--- src/core/ccr_pkg.sv ---
package ccr_pkg;

  localparam int ADDR_W = 12;
  localparam int DATA_W = 8;

  // register offsets
  localparam logic [11:0] ADDR_PORT_CFG  = 12'h000;
  localparam logic [11:0] ADDR_UNUSED_1  = 12'h001;
  localparam logic [11:0] ADDR_RSVD_2    = 12'h002;
  localparam logic [11:0] ADDR_DEV_ID    = 12'h003;
  localparam logic [11:0] ADDR_READBACK  = 12'h004;
  localparam logic [11:0] ADDR_VER_LOW   = 12'h005;
  localparam logic [11:0] ADDR_VER_HIGH  = 12'h006;
  localparam logic [11:0] ADDR_PUMP      = 12'h010;
  localparam logic [11:0] ADDR_REF_LOW   = 12'h011;
  localparam logic [11:0] ADDR_REF_HIGH  = 12'h012;
  localparam logic [11:0] ADDR_PRESC_A   = 12'h013;
  localparam logic [11:0] ADDR_UPDATE    = 12'h232;

  // field positions in the port configuration, update and readback registers
  localparam int CFG_SDO_HI   = 7;
  localparam int CFG_LSB_HI   = 6;
  localparam int CFG_SOFT_HI  = 5;
  localparam int CFG_SOFT_LO  = 2;
  localparam int CFG_LSB_LO   = 1;
  localparam int CFG_SDO_LO   = 0;
  localparam int UPDATE_BIT   = 0;
  localparam int READBACK_BIT = 0;

  // field widths
  localparam int REF_HIGH_W = 6;
  localparam int PRESC_W    = 6;
  localparam int REF_W      = 14;

  // reset values
  localparam logic [7:0] RST_PORT_CFG = 8'h00;
  localparam logic [0:0] RST_READBACK = 1'h0;
  localparam logic [7:0] RST_VER_LOW  = 8'h00;
  localparam logic [7:0] RST_VER_HIGH = 8'h00;
  localparam logic [7:0] RST_PUMP     = 8'h7d;
  localparam logic [7:0] RST_REF_LOW  = 8'h01;
  localparam logic [5:0] RST_REF_HIGH = 6'h00;
  localparam logic [5:0] RST_PRESC_A  = 6'h00;

  typedef struct packed {
    logic              wr;
    logic              rd;
    logic [ADDR_W-1:0] addr;
    logic [DATA_W-1:0] wdata;
  } ccr_req_s;

  typedef struct packed {
    logic [7:0]       pump;
    logic [REF_W-1:0] ref_div;
    logic [PRESC_W-1:0] presc_a;
  } ccr_pll_s;

endpackage

--- src/core/ccr_dual_reg.sv ---
`timescale 1ns/10ps

module ccr_dual_reg
#(
  parameter int               WIDTH = 8,
  parameter logic [WIDTH-1:0] RESET = '0
)
(
  input  wire logic             i_clock,
  input  wire logic             i_rst,
  input  wire logic             i_clear,
  input  wire logic             i_wr,
  input  wire logic [WIDTH-1:0] i_wdata,
  input  wire logic             i_update,
  output logic      [WIDTH-1:0] o_buffer,
  output logic      [WIDTH-1:0] o_active
);

  logic [WIDTH-1:0] buffer_reg;
  logic [WIDTH-1:0] buffer_next;
  logic [WIDTH-1:0] active_reg;
  logic [WIDTH-1:0] active_next;

  always_comb
  begin
    buffer_next = buffer_reg;
    active_next = active_reg;
    if (i_clear)
    begin
      buffer_next = RESET;
      active_next = RESET;
    end
    else
    begin
      if (i_wr)
        buffer_next = i_wdata;
      if (i_update)
        active_next = buffer_reg;
    end
  end

  always_ff @(posedge i_clock)
  begin
    if (i_rst)
    begin
      buffer_reg <= RESET;
      active_reg <= RESET;
    end
    else
    begin
      buffer_reg <= buffer_next;
      active_reg <= active_next;
    end
  end

  assign o_buffer = buffer_reg;
  assign o_active = active_reg;

  update_copy_a: assert property (
    @(posedge i_clock) disable iff (i_rst)
    (i_update && !i_clear) |=> (active_reg == $past(buffer_reg)))
    else $error("active copy differs from buffer after update");

  active_hold_a: assert property (
    @(posedge i_clock) disable iff (i_rst)
    (!i_update && !i_clear) |=> $stable(active_reg))
    else $error("active value changed without update");

  soft_clear_a: assert property (
    @(posedge i_clock) disable iff (i_rst)
    i_clear |=> (active_reg == RESET && buffer_reg == RESET))
    else $error("soft reset did not restore default");

endmodule // ccr_dual_reg

--- src/core/ccr_regs.sv ---
`timescale 1ns/10ps

////////////////////////////////////////////////////////////////////////////////
// Behaviour
// - writes to unmapped addresses change nothing
// - unused addresses and bits ignore writes
// - readback bit selects active over buffered values
// - 14-bit reference divider over two registers
// - 6-bit prescaler divider in low bits
// - writes buffered until update strobe copies them, except port configuration, which takes effect directly
module ccr_regs
#(
  parameter logic [7:0] DEVICE_ID = 8'h5a  // arbitrary value
)
(
  input  wire logic             i_clock,
  input  wire logic             i_rst,
  input  wire ccr_pkg::ccr_req_s i_req,
  output logic      [7:0]       o_rdata,
  output logic                  o_rvalid,
  output ccr_pkg::ccr_pll_s     o_pll,
  output logic      [15:0]      o_version,
  output logic                  o_sdo_active,
  output logic                  o_lsb_first,
  output logic                  o_soft_reset
);
  import ccr_pkg::*;

  ////////////////////////////////////////////////////////////////////////////////
  // decode

  logic       update;
  logic       clear;
  logic       wr_readback;
  logic       wr_ver_low;
  logic       wr_ver_high;
  logic       wr_pump;
  logic       wr_ref_low;
  logic       wr_ref_high;
  logic       wr_presc;
  logic       mapped;
  logic       soft_req;

  always_comb
  begin
    mapped = 1'b0;
    unique case (i_req.addr)
      ADDR_PORT_CFG, ADDR_READBACK, ADDR_VER_LOW, ADDR_VER_HIGH,
      ADDR_PUMP, ADDR_REF_LOW, ADDR_REF_HIGH, ADDR_PRESC_A, ADDR_UPDATE:
        mapped = 1'b1;
      default:
        mapped = 1'b0;
    endcase
  end

  // only mapped addresses raise a write strobe
  assign wr_readback = i_req.wr && (i_req.addr == ADDR_READBACK);
  assign wr_ver_low  = i_req.wr && (i_req.addr == ADDR_VER_LOW);
  assign wr_ver_high = i_req.wr && (i_req.addr == ADDR_VER_HIGH);
  assign wr_pump     = i_req.wr && (i_req.addr == ADDR_PUMP);
  assign wr_ref_low  = i_req.wr && (i_req.addr == ADDR_REF_LOW);
  assign wr_ref_high = i_req.wr && (i_req.addr == ADDR_REF_HIGH);
  assign wr_presc    = i_req.wr && (i_req.addr == ADDR_PRESC_A);
  assign update      = i_req.wr && (i_req.addr == ADDR_UPDATE) && i_req.wdata[UPDATE_BIT];
  assign soft_req    = i_req.wr && (i_req.addr == ADDR_PORT_CFG)
                       && (i_req.wdata[CFG_SOFT_HI] || i_req.wdata[CFG_SOFT_LO]);

  ////////////////////////////////////////////////////////////////////////////////
  // port configuration and soft reset

  logic sdo_reg;
  logic sdo_next;
  logic lsb_reg;
  logic lsb_next;
  logic soft_reg;
  logic soft_next;

  always_comb
  begin
    sdo_next  = sdo_reg;
    lsb_next  = lsb_reg;
    soft_next = soft_req && !soft_reg;
    if (soft_reg)
    begin
      sdo_next = RST_PORT_CFG[CFG_SDO_LO];
      lsb_next = RST_PORT_CFG[CFG_LSB_LO];
    end
    else if (i_req.wr && (i_req.addr == ADDR_PORT_CFG))
    begin
      sdo_next = i_req.wdata[CFG_SDO_HI] || i_req.wdata[CFG_SDO_LO];
      lsb_next = i_req.wdata[CFG_LSB_HI] || i_req.wdata[CFG_LSB_LO];
    end
  end

  always_ff @(posedge i_clock)
  begin
    if (i_rst)
    begin
      sdo_reg  <= RST_PORT_CFG[CFG_SDO_LO];
      lsb_reg  <= RST_PORT_CFG[CFG_LSB_LO];
      soft_reg <= 1'b0;
    end
    else
    begin
      sdo_reg  <= sdo_next;
      lsb_reg  <= lsb_next;
      soft_reg <= soft_next;
    end
  end

  assign clear = soft_reg;

  ////////////////////////////////////////////////////////////////////////////////
  // buffered registers

  logic [0:0]          rb_buf, rb_act;
  logic [7:0]          vl_buf, vl_act;
  logic [7:0]          vh_buf, vh_act;
  logic [7:0]          pp_buf, pp_act;
  logic [7:0]          rl_buf, rl_act;
  logic [REF_HIGH_W-1:0] rh_buf, rh_act;
  logic [PRESC_W-1:0]  pa_buf, pa_act;

  ccr_dual_reg #(.WIDTH(1), .RESET(RST_READBACK)) u_readback (
    .i_clock(i_clock), .i_rst(i_rst), .i_clear(clear), .i_wr(wr_readback),
    .i_wdata(i_req.wdata[READBACK_BIT]), .i_update(update), .o_buffer(rb_buf), .o_active(rb_act));
  ccr_dual_reg #(.WIDTH(8), .RESET(RST_VER_LOW)) u_ver_low (
    .i_clock(i_clock), .i_rst(i_rst), .i_clear(clear), .i_wr(wr_ver_low),
    .i_wdata(i_req.wdata), .i_update(update), .o_buffer(vl_buf), .o_active(vl_act));
  ccr_dual_reg #(.WIDTH(8), .RESET(RST_VER_HIGH)) u_ver_high (
    .i_clock(i_clock), .i_rst(i_rst), .i_clear(clear), .i_wr(wr_ver_high),
    .i_wdata(i_req.wdata), .i_update(update), .o_buffer(vh_buf), .o_active(vh_act));
  ccr_dual_reg #(.WIDTH(8), .RESET(RST_PUMP)) u_pump (
    .i_clock(i_clock), .i_rst(i_rst), .i_clear(clear), .i_wr(wr_pump),
    .i_wdata(i_req.wdata), .i_update(update), .o_buffer(pp_buf), .o_active(pp_act));
  ccr_dual_reg #(.WIDTH(8), .RESET(RST_REF_LOW)) u_ref_low (
    .i_clock(i_clock), .i_rst(i_rst), .i_clear(clear), .i_wr(wr_ref_low),
    .i_wdata(i_req.wdata), .i_update(update), .o_buffer(rl_buf), .o_active(rl_act));
  ccr_dual_reg #(.WIDTH(REF_HIGH_W), .RESET(RST_REF_HIGH)) u_ref_high (
    .i_clock(i_clock), .i_rst(i_rst), .i_clear(clear), .i_wr(wr_ref_high),
    .i_wdata(i_req.wdata[REF_HIGH_W-1:0]), .i_update(update), .o_buffer(rh_buf), .o_active(rh_act));
  ccr_dual_reg #(.WIDTH(PRESC_W), .RESET(RST_PRESC_A)) u_presc (
    .i_clock(i_clock), .i_rst(i_rst), .i_clear(clear), .i_wr(wr_presc),
    .i_wdata(i_req.wdata[PRESC_W-1:0]), .i_update(update), .o_buffer(pa_buf), .o_active(pa_act));

  assign o_pll.pump    = pp_act;
  assign o_pll.ref_div = {rh_act, rl_act};
  assign o_pll.presc_a = pa_act;
  assign o_version     = {vh_act, vl_act};
  assign o_sdo_active  = sdo_reg;
  assign o_lsb_first   = lsb_reg;
  assign o_soft_reset  = soft_reg;

  ////////////////////////////////////////////////////////////////////////////////
  // read path

  logic [7:0] rdata_reg;
  logic [7:0] rdata_next;
  logic       rvalid_reg;
  logic       rvalid_next;
  logic       sel_act;

  // active bank when readback bit set
  assign sel_act = rb_act[0];

  always_comb
  begin
    rvalid_next = i_req.rd;
    rdata_next  = 8'h00;
    unique case (i_req.addr)
      ADDR_PORT_CFG: rdata_next = {sdo_reg, lsb_reg, soft_reg, 2'b00, soft_reg, lsb_reg, sdo_reg};
      ADDR_DEV_ID:   rdata_next = DEVICE_ID;
      ADDR_READBACK: rdata_next = {7'h00, sel_act ? rb_act : rb_buf};
      ADDR_VER_LOW:  rdata_next = sel_act ? vl_act : vl_buf;
      ADDR_VER_HIGH: rdata_next = sel_act ? vh_act : vh_buf;
      ADDR_PUMP:     rdata_next = sel_act ? pp_act : pp_buf;
      ADDR_REF_LOW:  rdata_next = sel_act ? rl_act : rl_buf;
      ADDR_REF_HIGH: rdata_next = {2'b00, sel_act ? rh_act : rh_buf};
      ADDR_PRESC_A:  rdata_next = {2'b00, sel_act ? pa_act : pa_buf};
      default:       rdata_next = 8'h00;
    endcase
    if (!i_req.rd)
      rdata_next = rdata_reg;
  end

  always_ff @(posedge i_clock)
  begin
    if (i_rst)
    begin
      rdata_reg  <= 8'h00;
      rvalid_reg <= 1'b0;
    end
    else
    begin
      rdata_reg  <= rdata_next;
      rvalid_reg <= rvalid_next;
    end
  end

  assign o_rdata  = rdata_reg;
  assign o_rvalid = rvalid_reg;

  ////////////////////////////////////////////////////////////////////////////////
  // checks

  logic [91:0] state_vec;
  assign state_vec = {sdo_reg, lsb_reg, rb_buf, rb_act, vl_buf, vl_act, vh_buf, vh_act,
                      pp_buf, pp_act, rl_buf, rl_act, rh_buf, rh_act, pa_buf, pa_act};

  unmapped_write_a: assert property (
    @(posedge i_clock) disable iff (i_rst)
    (i_req.wr && !mapped && !soft_reg) |=> $stable(state_vec))
    else $error("unmapped write changed state");

  ref_high_unused_a: assert property (
    @(posedge i_clock) disable iff (i_rst)
    (i_req.rd && i_req.addr == ADDR_REF_HIGH) |=> (o_rdata[7:6] == 2'b00))
    else $error("unused divider bits read nonzero");

  readback_active_a: assert property (
    @(posedge i_clock) disable iff (i_rst)
    (i_req.rd && i_req.addr == ADDR_REF_LOW && rb_act[0]) |=> (o_rdata == $past(o_pll.ref_div[7:0])))
    else $error("readback did not return active value");

  version_high_a: assert property (
    @(posedge i_clock) disable iff (i_rst)
    (i_req.rd && i_req.addr == ADDR_VER_HIGH && rb_act[0]) |=> (o_rdata == $past(o_version[15:8])))
    else $error("version high byte misplaced");

  presc_width_a: assert property (
    @(posedge i_clock) disable iff (i_rst)
    (i_req.rd && i_req.addr == ADDR_PRESC_A) |=> (o_rdata[7:6] == 2'b00))
    else $error("prescaler unused bits read nonzero");

  strobe_self_clear_a: assert property (
    @(posedge i_clock) disable iff (i_rst)
    (i_req.rd && i_req.addr == ADDR_UPDATE) |=> (o_rdata == 8'h00))
    else $error("update strobe reads back set");

  soft_reset_seq_a: assert property (
    @(posedge i_clock) disable iff (i_rst)
    (soft_req && !soft_reg) |=> soft_reg ##1
      (!soft_reg && o_pll.ref_div == {RST_REF_HIGH, RST_REF_LOW} && o_pll.pump == RST_PUMP))
    else $error("soft reset sequence wrong");

  ref_default_a: assert property (
    @(posedge i_clock)
    $fell(i_rst) |-> (o_pll.ref_div == {RST_REF_HIGH, RST_REF_LOW}))
    else $error("divider default not one");

endmodule // ccr_regs

--- config.mk ---
export PLATFORM = sky130hd
export DESIGN_NAME = ccr_regs
export DESIGN_NICKNAME = d
export VERILOG_FILES = /design/src/core/ccr_pkg.sv /design/src/core/ccr_dual_reg.sv /design/src/core/ccr_regs.sv
export SDC_FILE = /design/constraint.sdc
export NUM_CORES = 1
export LEC_CHECK = 0
export BUFFER_PORTS_ARGS = -buffer_cell sky130_fd_sc_hd__buf_4
export CORE_MARGIN = 3
export CORE_UTILIZATION = 40
export DETAILED_ROUTE_END_ITERATION = 7
export GPL_TIMING_DRIVEN = 1
export PLACE_DENSITY = 0.63
export REMOVE_ABC_BUFFERS = 1
export SLEW_MARGIN = 5
export SYNTH_ARGS = -nofsm -noshare
export SYNTH_HDL_FRONTEND = slang
export SYNTH_SLANG_ARGS = --single-unit
--- constraint.sdc ---
create_clock -name i_clock -period 3.7 [get_ports i_clock]
set_input_delay 0.185 -clock i_clock [delete_from_list [all_inputs] [get_ports i_clock]]
set_output_delay 0.185 -clock i_clock [all_outputs]
set_load 0.03 [all_outputs]
== Word-level counts from Yosys, hierarchy flattened ==
Index checks and enable logic that the tools add are counted.
Word-level totals
  bits in registers: 102
  latch bits: 0
  RAM bits: 0
  memory bits (read-only): 0
  bits of input ports: 24
  output and inout port bits: 56
  logic and storage cells: 54
  memories: 0
Operators by class
  add/subtract/negate cells: 0
  $mul: 0
  div/mod/pow operators: 0
  magnitude comparators: 0
  eq/ne operators: 9
  shift operators: 0
  mux-type cells: 8
  bitwise gates (word level): 0
  reduce and logical (&&, ||, !) cells: 18
Operators with widths (number)
  $pmux 8 s9: 1
  $eq 12x5->1 const B: 4
  $eq 12x3->1 const B: 3
  $mux 8: 4
  $eq 12x10->1 const B: 1
  $eq 12x2->1 const B: 1
  $logic_and 1x1->1: 12
  $logic_not 12->1: 1
  $mux 6: 2
  $logic_or 1x1->1: 3
  $reduce_or 2->1: 1
  $logic_not 1->1: 1
  $mux 1: 1

== Depth between registers and ports, before layout ==
Gate-level depths: netlist (run 1).
  word-level depth: 4
  gate-level depth with buffers: 8
  mapped depth without buffers: 5

== Hierarchy ==
Synthesis (run 1) repeated with hierarchy kept, for this count alone.
Second synthesis, totals
  cells, all modules: 488
  area total of the unflattened synthesis: 4893.4 µm²
Modules (own cells, without submodules)
  ccr_regs: instances 1, cells each 191, area each 1617.8 µm², seq. area each 240.2 µm²
  ccr_dual_reg (u_ver_high ...): instances 2, cells each 53, area each 585.6 µm², seq. area each 320.3 µm²
  ccr_dual_reg (u_presc ...): instances 2, cells each 40, area each 435.4 µm², seq. area each 240.2 µm²
  ccr_dual_reg (u_pump): instances 1, cells each 52, area each 581.8 µm², seq. area each 320.3 µm²
  ccr_dual_reg (u_ref_low): instances 1, cells each 53, area each 581.8 µm², seq. area each 320.3 µm²
  ccr_dual_reg (u_readback): instances 1, cells each 6, area each 70.1 µm², seq. area each 40.0 µm²

== Worst setup path after synthesis (run 1) ==
OpenSTA, ideal clock, no wires.
  kind: reg2reg
  from: register u_readback.active_reg, in the netlist u_readback.o_active
  to: register rdata_reg[7], in the netlist o_rdata[7]
  library setup time: 116 ps
  arrival: 1596 ps
  required time: 3584 ps
  setup slack: 1988 ps
  cell stages (with the launch flop): 7
  path buffers: 3
  path through: dfxtp_1 buf_2 buf_2 buf_2 mux2i_1 o221ai_1 a31o_2
Between the ends
  word-level cells in the longest chain between the ends: 2
  elaborated cells on any way between the ends: 5
RTL lines
  from (decl): line ccr_dual_reg.sv:21  | logic [WIDTH-1:0] active_reg;
  from (signal assigned): line ccr_dual_reg.sv:52  | active_reg <= active_next;
  $mux 8, on equally long branches
  $pmux 8 s9 (*): line ccr_regs.sv:170  | unique case (i_req.addr)
  to (signal assigned): line ccr_regs.sv:195  | rdata_reg <= rdata_next;
  to (decl): line ccr_regs.sv:157  | logic [7:0] rdata_reg;
Mark *: on every way between the ends. The rest lies on a longest branch, timed or not.
A chain may end at the register's enable or synchronous reset.

== Worst setup path after layout (run 1) ==
  from: register u_readback.active_reg, in the netlist u_readback.o_active
  to: register rdata_reg[5], in the netlist o_rdata[5]
Between the ends
  word-level cells in the longest chain between the ends: 2
  elaborated cells on any way between the ends: 7
RTL lines
  $mux 6, or another cell as far along: line ccr_regs.sv:179  | ADDR_PRESC_A: rdata_next = {2'b00, sel_act ? pa_act : pa_buf};
  $pmux 8 s9 (*): line ccr_regs.sv:170
Marks and branches as above.

==> results of run 1 <==
-- routing by layer --
metal / GRT usage / wire length, um / vias up
li1: - / - / 2201
met1: 0.323 / 7010 / 2148
met2: 0.363 / 6770 / 180
met3: 0.0500 / 1030 / 27
met4: 0.0673 / 296 / 0
met5: 0 / 0 / -
-- cells by family (layout without fill, tap and decap cells) --
logic type / count (synthesis) / after routing
AOI/OAI and AO/OA: 171 / 171
buffers and inverters: 43 / 106
DFF: 102 / 102
muxes: 45 / 45
and+or+nand+nor: 233 / 233
-- state kept, by name, summed over array words and instances, names as in the netlist, 8 cells and up --
signal / count
o_rdata: 8
u_pump.o_active: 8
u_pump.o_buffer: 8
u_ref_low.o_active: 8
u_ref_low.o_buffer: 8
u_ver_high.o_active: 8
u_ver_high.o_buffer: 8
u_ver_low.o_active: 8
u_ver_low.o_buffer: 8
-- metrics by stage --
step	util	cells	instance area, um2
2_1_floorplan	-	553	4520
3_3_place_gp	0.466	784	5360
3_5_place_dp	0.466	784	5360
4_1_cts	0.493	800	5680
5_1_grt	0.493	800	5680
6_report	0.493	800	5680
-- worst paths after layout --
path              slack, ns  depth (start not counted)                    end
setup / recovery       1.59                          6             o_rdata[5]
hold / removal         0.05                          2               o_rvalid
setup reg to reg       1.59                          6             o_rdata[5]
hold reg to reg        0.47                          2  u_ver_low.o_active[4]
-- worst register-to-register path, cell delays in order, from the launching register on --
cell	delay, ns
dfxtp_2	0.70
buf_4	0.40
mux2i_1	0.23
o22a_1	0.17
o22ai_1	0.14
a221oi_1	0.26
a21oi_1	0.10
-- final cells by class --
| cell class | count | area, um2 |
|---|---|---|
| fill | 1123 | 5840 |
| multi-input combinational | 449 | 2470 |
| sequential | 102 | 2040 |
| timing repair buffer | 88 | 661 |
| clock buffer | 10 | 229 |
| tap | 143 | 179 |
| clock inverter | 6 | 86.3 |
| inverter | 2 | 7.51 |
-- cell usage in the layout, fill, tap and decap left out, types with 9 or more instances in the layout --
| master | instances |
|---|---|
| nand2_1 | 154 |
| dfxtp_1 | 101 |
| a21oi_1 | 91 |
| buf_4 | 88 |
| o21ai_0 | 45 |
| mux2i_1 | 37 |
| nand3_1 | 21 |
| nor2_1 | 17 |
| nor3_1 | 9 |
| clkbuf_16 | 9 |
-- power groups by stage --
stage / clock (mW) / sequential [mW] / combinational (mW)
after global placement: 0 / 1.12 / 0.102
after CTS: 1.03 / 1.10 / 0.103
final: 1.03 / 1.10 / 0.105
after global routing: 1.07 / 1.10 / 0.112
after floorplan: 0 / 1.12 / 0.0357
after detailed placement: 0 / 1.12 / 0.102
==> flow_metrics.py, run 1 <==
metrics = {
    "setup_path": {
        "cp.buffers_inverters": 1,
        "slowest_stage": "dfxtp_2",
        "critical_path_class": "reg -> reg",
        "crit_family": "flip-flops",
        "critPathMaxStageDelay_ns": 0.70,
        "r2r_start": "u_readback.o_active",
        "worst_setup_path_end_kind": "flop",
        "path_max_fanout": 20,
        "cp-startpoint": "u_readback.o_active",
        "critPathRequiredTime_ns": 3.93,
        "crit_path_cell_trace": "buf_4 > mux2i_1 > o22a_1 > o22ai_1 > a221oi_1 > a21oi_1",
        "cp-start-kind": "flop",
        "crit_arrival_ns": 2.34,
    },
    "yosys": {
        "ys_seq_area_frac": 0.429,
        "synth-seq-cells": 102,
        "synth.mux.area_fraction": 0.0967,
        "synth_top_family_by_area": "simple AND/OR/NAND/NOR gates",
        "synth.largest_area_cell": "dfxtp_1",
        "syn_area_per_cell_um2": 8.02,
        "ys_top_cells_by_area": "dfxtp_1 (43%), nand2_1 (12%), a21oi_1 (9.6%)",
        "synth_edf_count": 0,
        "yosys_warnings": 0,
        "synthArstFlopShare": 0,
        "synth_compound_area_frac": 0.204,
        "netlist_area_um2": 4760,
        "synth-adder-area-share": 0,
        "synth_simple_gate_area_frac": 0.219,
        "synth-xor-area-share": 0,
        "synthTopCellsByCount": "nand2_1 (154), dfxtp_1 (102), a21oi_1 (91), o21ai_0 (45), mux2i_1 (37)",
        "synth_ff_type": "dfxtp_1",
        "synth_top_area_share": 0.429,
        "synth_cells": 594,
        "synth_cell_types": 51,
        "yosys.cell_count.top_type": "nand2_1",
    },
    "finish": {
        "syn_to_final_growth_pct": 19.3,
        "final_nets": 676,
        "diodes": 0,
        "drive_gt1_frac": 0.186,
    },
    "timing": {
        "fmax_mhz": 473,
        "rsz0062_at_grt": "false",
        "tns_ns": 0,
        "skew_ns": 0.00553,
        "slew_headroom": 0.209,
        "period_minus_slack_ns": 2.11,
        "setup_ws_ns": 1.59,
        "setup_viol": 0,
        "finalHoldViolCount": 0,
        "tightestPinTransition_ns": 1.18,
        "whs_ns": 0.0471,
        "min_period_over_period": 0.571,
        "slew_viol_final": 0,
    },
    "routing": {
        "drc_errors": 0,
        "detail_route.wl_per_cell_um": 18.9,
        "detail-route-antenna-nets": 0,
        "first_pass_iters": 5,
        "drtIter0Drc": 392,
        "viasPerCell": 5.70,
        "drt_wl_total_mm": 15.1,
        "vias": 4556,
    },
    "clocking": {
        "ctsHoldBuffers": 0,
        "post_cts.repair.setup_buffers": 0,
        "clockRootBuffer": "clkbuf_16",
        "cts_buffers": 9,
        "h-tree-depth": 3,
        "clock_latency_ns": 0.35,
        "path_clk_slew_ns": 0.07,
        "clock_path_buffers": 2,
        "post_cts_resized": 0,
        "cts_tree": "yes",
        "cts.sinks": 102,
    },
    "run": {
        "maxCapViolCount": 0,
    },
    "floorplanning": {
        "fp.dieH_um": 115,
        "die-width_um": 115,
        "io_pins": 80,
        "rows": 39,
        "dieArea_um2": 13300,
        "core_um2": 11500,
        "start_util": 0.414,
    },
    "global_routing": {
        "grt_max_degree": 43,
        "grt_usage": 0.232,
        "antenna_found_initial": 0,
        "grt_pass1_wl_mm": 24.0,
        "grt.overflow.total": 0,
        "grt_pass1_vias": 4341,
    },
    "power": {
        "clockPowerShare": 0.460,
        "power_mw": 2.23,
        "power_density_nw_per_um2": 392,
        "ir_drop_mv": 0.283,
        "power.switching_mw": 0.508,
        "comb_power_share": 0.047,
        "switching_share": 0.228,
        "p_int_mw": 1.72,
        "cellLeakagePower_nw": 1.92,
        "p_seq_frac": 0.493,
    },
    "placement": {
        "portBuffers": 79,
        "place_hpwl_mm": 10.5,
        "dp_slack_ns": 1.35,
        "globalplace.congestion": 0.900,
    },
    "min_path": {
        "worstHoldStart": "i_rst",
        "hold_class": "in -> reg",
    },
    "run_status": {
        "status": "finished, final reports clean",
    },
}
Note: power is estimated with default switching activity, not from simulation.
==> run 2: changes to the inputs <==
--- a/config.mk
+++ b/config.mk
@@ -5,12 +5,13 @@
 export SDC_FILE = /design/constraint.sdc
 export NUM_CORES = 1
 export LEC_CHECK = 0
+export ABC_AREA = 1
 export BUFFER_PORTS_ARGS = -buffer_cell sky130_fd_sc_hd__buf_4
 export CORE_MARGIN = 3
 export CORE_UTILIZATION = 40
 export DETAILED_ROUTE_END_ITERATION = 7
 export GPL_TIMING_DRIVEN = 1
-export PLACE_DENSITY = 0.63
+export PLACE_DENSITY = 0.65
 export REMOVE_ABC_BUFFERS = 1
 export SLEW_MARGIN = 5
 export SYNTH_ARGS = -nofsm -noshare
==> constraint.sdc (replaced) <==
create_clock -name i_clock -period 1.8 [get_ports i_clock]
set_input_delay 0.09 -clock i_clock [delete_from_list [all_inputs] [get_ports i_clock]]
set_output_delay 0.09 -clock i_clock [all_outputs]
set_load 0.03 [all_outputs]
==> flow_metrics.py, run 2 <==
metrics = {
    "min_path": {
        "hold_class": "in -> reg",
    },
    "global_routing": {
        "grt_pass1_vias": 4309,
        "grt.overflow.total": 0,
        "grt_max_degree": 50,
        "antenna_found_initial": 0,
        "grt_usage": 0.216,
        "grt_pass1_wl_mm": 22.2,
    },
    "power": {
        "ir_drop_mv": 0.537,
        "power_density_nw_per_um2": 792,
        "power_mw": 4.59,
        "cellLeakagePower_nw": 2.39,
    },
    "finish": {
        "n_fill_cell": 1129,
        "final_nets": 780,
        "seq_area_um2": 2040,
        "final_cell_mix": "nand2_1 (118), nor2_1 (117), dfxtp_1 (101)",
        "multi_input_area_um2": 2250,
        "layout_commonest_cell": "nand2_1",
        "drive_gt1_frac": 0.180,
        "syn_to_final_growth_pct": 22.8,
        "diodes": 0,
    },
    "setup_path": {
        "crit_family": "simple AND/OR/NAND/NOR gates",
        "reg2reg_to": "o_rdata[3]",
        "crit_path_cell_trace": "clkinv_1 > nand2_1 > nand2_1 > nand3_1 > o21ai_1 > nor2_1 > nand2_1 > nand2_1 > a21oi_1",
        "crit_arrival_ns": 1.82,
        "cp.buffers_inverters": 1,
        "cp-startpoint": "u_readback.o_active",
        "worst_setup_path_end_kind": "flop",
        "cp_common_cell": "nand2_1",
        "critical_path_class": "reg -> reg",
        "slowest_stage": "dfxtp_2",
        "path_max_fanout": 10,
        "critPathMaxStageDelay_ns": 0.39,
        "ff2ff_setup_slack_ns": 0.23,
        "r2r_start": "u_readback.o_active",
        "path_depth": 9,
        "crit_path_end": "o_rdata[3]",
        "rr_worst_depth": 9,
        "cp-start-kind": "flop",
        "critPathRequiredTime_ns": 2.04,
    },
    "routing": {
        "detail-route-antenna-nets": 0,
        "drt_wl_total_mm": 13.7,
        "first_pass_iters": 4,
        "drtIter0Drc": 370,
        "drc_errors": 0,
        "viasPerCell": 5.07,
        "vias": 4587,
        "detail_route.wl_per_cell_um": 15.2,
    },
    "placement": {
        "place_hpwl_mm": 9.62,
        "globalplace.congestion": 0.840,
        "portBuffers": 79,
    },
    "run": {
        "maxCapViolCount": 0,
    },
    "timing": {
        "finalHoldViolCount": 0,
        "fmax_mhz": 636,
        "tightestPinTransition_ns": 0.440,
        "setup_viol": 0,
        "skew_ns": 0.00338,
        "rsz0062_at_grt": "false",
        "tns_ns": 0,
        "min_period_over_period": 0.874,
        "slew_headroom": 0.706,
        "period_minus_slack_ns": 1.57,
        "slew_viol_final": 0,
    },
    "yosys": {
        "synthArstFlopShare": 0,
        "synth_ff_type": "dfxtp_1",
        "synth_top_area_share": 0.432,
        "syn_area_per_cell_um2": 6.88,
        "synth.largest_area_cell": "dfxtp_1",
        "ys_seq_area_frac": 0.432,
        "ys_top_cells_by_area": "dfxtp_1 (43%), o21ai_0 (10%), nand2_1 (9.4%)",
        "synth_edf_count": 0,
        "synthTopCellsByCount": "nand2_1 (118), nor2_1 (118), dfxtp_1 (102), o21ai_0 (96), inv_1 (53)",
        "synth_cell_types": 25,
        "synth_cells": 686,
        "synth-seq-cells": 102,
        "netlist_area_um2": 4720,
        "yosys_warnings": 0,
    },
    "floorplanning": {
        "rows": 39,
        "start_util": 0.412,
        "core_um2": 11500,
        "fp.dieH_um": 115,
        "io_pins": 80,
        "die-width_um": 115,
        "dieArea_um2": 13100,
    },
    "run_status": {
        "status": "finished, final reports clean",
    },
    "clocking": {
        "cts.sinks": 102,
        "h-tree-depth": 3,
        "clock_latency_ns": 0.35,
        "cts_buffers": 9,
        "post_cts.repair.setup_buffers": 0,
        "cts_tree": "yes",
        "clock_path_buffers": 2,
        "path_clk_slew_ns": 0.07,
        "clockRootBuffer": "clkbuf_16",
    },
}
[run 2: cell types whose count changed after synthesis, sizes merged, moves of 8 or more]
cell | previous run | this run
o211ai | 0 | 16
a21oi | 91 | 49
mux2 | 8 | 0
inv | 2 | 59
o21ai | 45 | 113
nor2 | 18 | 128
mux2i | 37 | 0
nand3 | 21 | 41
nand2 | 155 | 121
[run 2: layout make-up]
class,count,share of cell area
tap,143,0.0308
inverter,61,0.0395
clock buffer,10,0.0412
sequential,102,0.352
multi-input combinational,484,0.388
clock inverter,6,0.0147
timing repair buffer,98,0.134
[run 2: repair_timing]
action,4_1_cts,5_1_grt
hold buffers,1,0
gates resized for setup,0,0
endpoints found under the setup margin,0,0
endpoints found under the hold margin,9,0
[run 2: power breakdown]
part	leakage [nW]	internal, mW	switching, mW
registers	0.822	2.26	0.000486
clock network	0.154	1.25	0.875
logic	1.41	0.0691	0.142
total	2.39	3.58	1.02
[run 2: how the worst min path moves through the flow]
stage / startpoint / to / slack [ns] / cells after the start
floorplan: i_rst / o_rdata[0] / 0.16 / 1
global placement: i_rst / o_rdata[0] / 0.35 / 2
detailed placement: i_rst / o_rdata[3] / 0.36 / 2
CTS: i_req[6] / u_pump.o_buffer[6] / 0.03 / 3
global route: i_req[6] / u_pump.o_buffer[6] / 0.03 / 3
finish: i_req[6] / u_pump.o_buffer[6] / 0.04 / 3
[run 2: worst register-to-register path, delay by kind of cell, from the launching register on]
kind	cells	cell delay (ns)
simple gates	6	0.67
flops	1	0.39
buf+inv	1	0.30
compound gates	2	0.12
[run 2: kinds of logic after synthesis]
| group | after synthesis | synth area share |
|---|---|---|
| AND/OR/NAND/NOR | 302 | 0.271 |
| AO/OA/AOI/OAI | 182 | 0.203 |
| flip-flops | 102 | 0.432 |
| buffers and inverters | 100 | 0.0927 |
[run 2: layer usage]
| layer | global-route usage | part of all wire | wire [um] | vias up |
|---|---|---|---|---|
| li1 | - | - | - | 2393 |
| met1 | 0.300 | 0.47 | 6480 | 2038 |
| met2 | 0.331 | 0.44 | 5970 | 136 |
| met3 | 0.0370 | 0.066 | 907 | 20 |
| met4 | 0.0839 | 0.025 | 337 | 0 |
| met5 | 0 | 0 | 0 | - |
[run 2: stage by stage]
step | hold WS (ns) | setup WS (ns) | util | cell area (um2) | instances
2_1_floorplan | 0.159 | -1.47 | - | 4510 | 647
3_3_place_gp | 0.355 | 0.121 | 0.477 | 5470 | 887
3_5_place_dp | 0.357 | 0.0992 | 0.477 | 5470 | 887
4_1_cts | 0.0277 | 0.255 | 0.506 | 5800 | 904
5_1_grt | 0.0310 | 0.0715 | 0.506 | 5800 | 904
6_report | 0.0383 | 0.226 | 0.506 | 5800 | 904
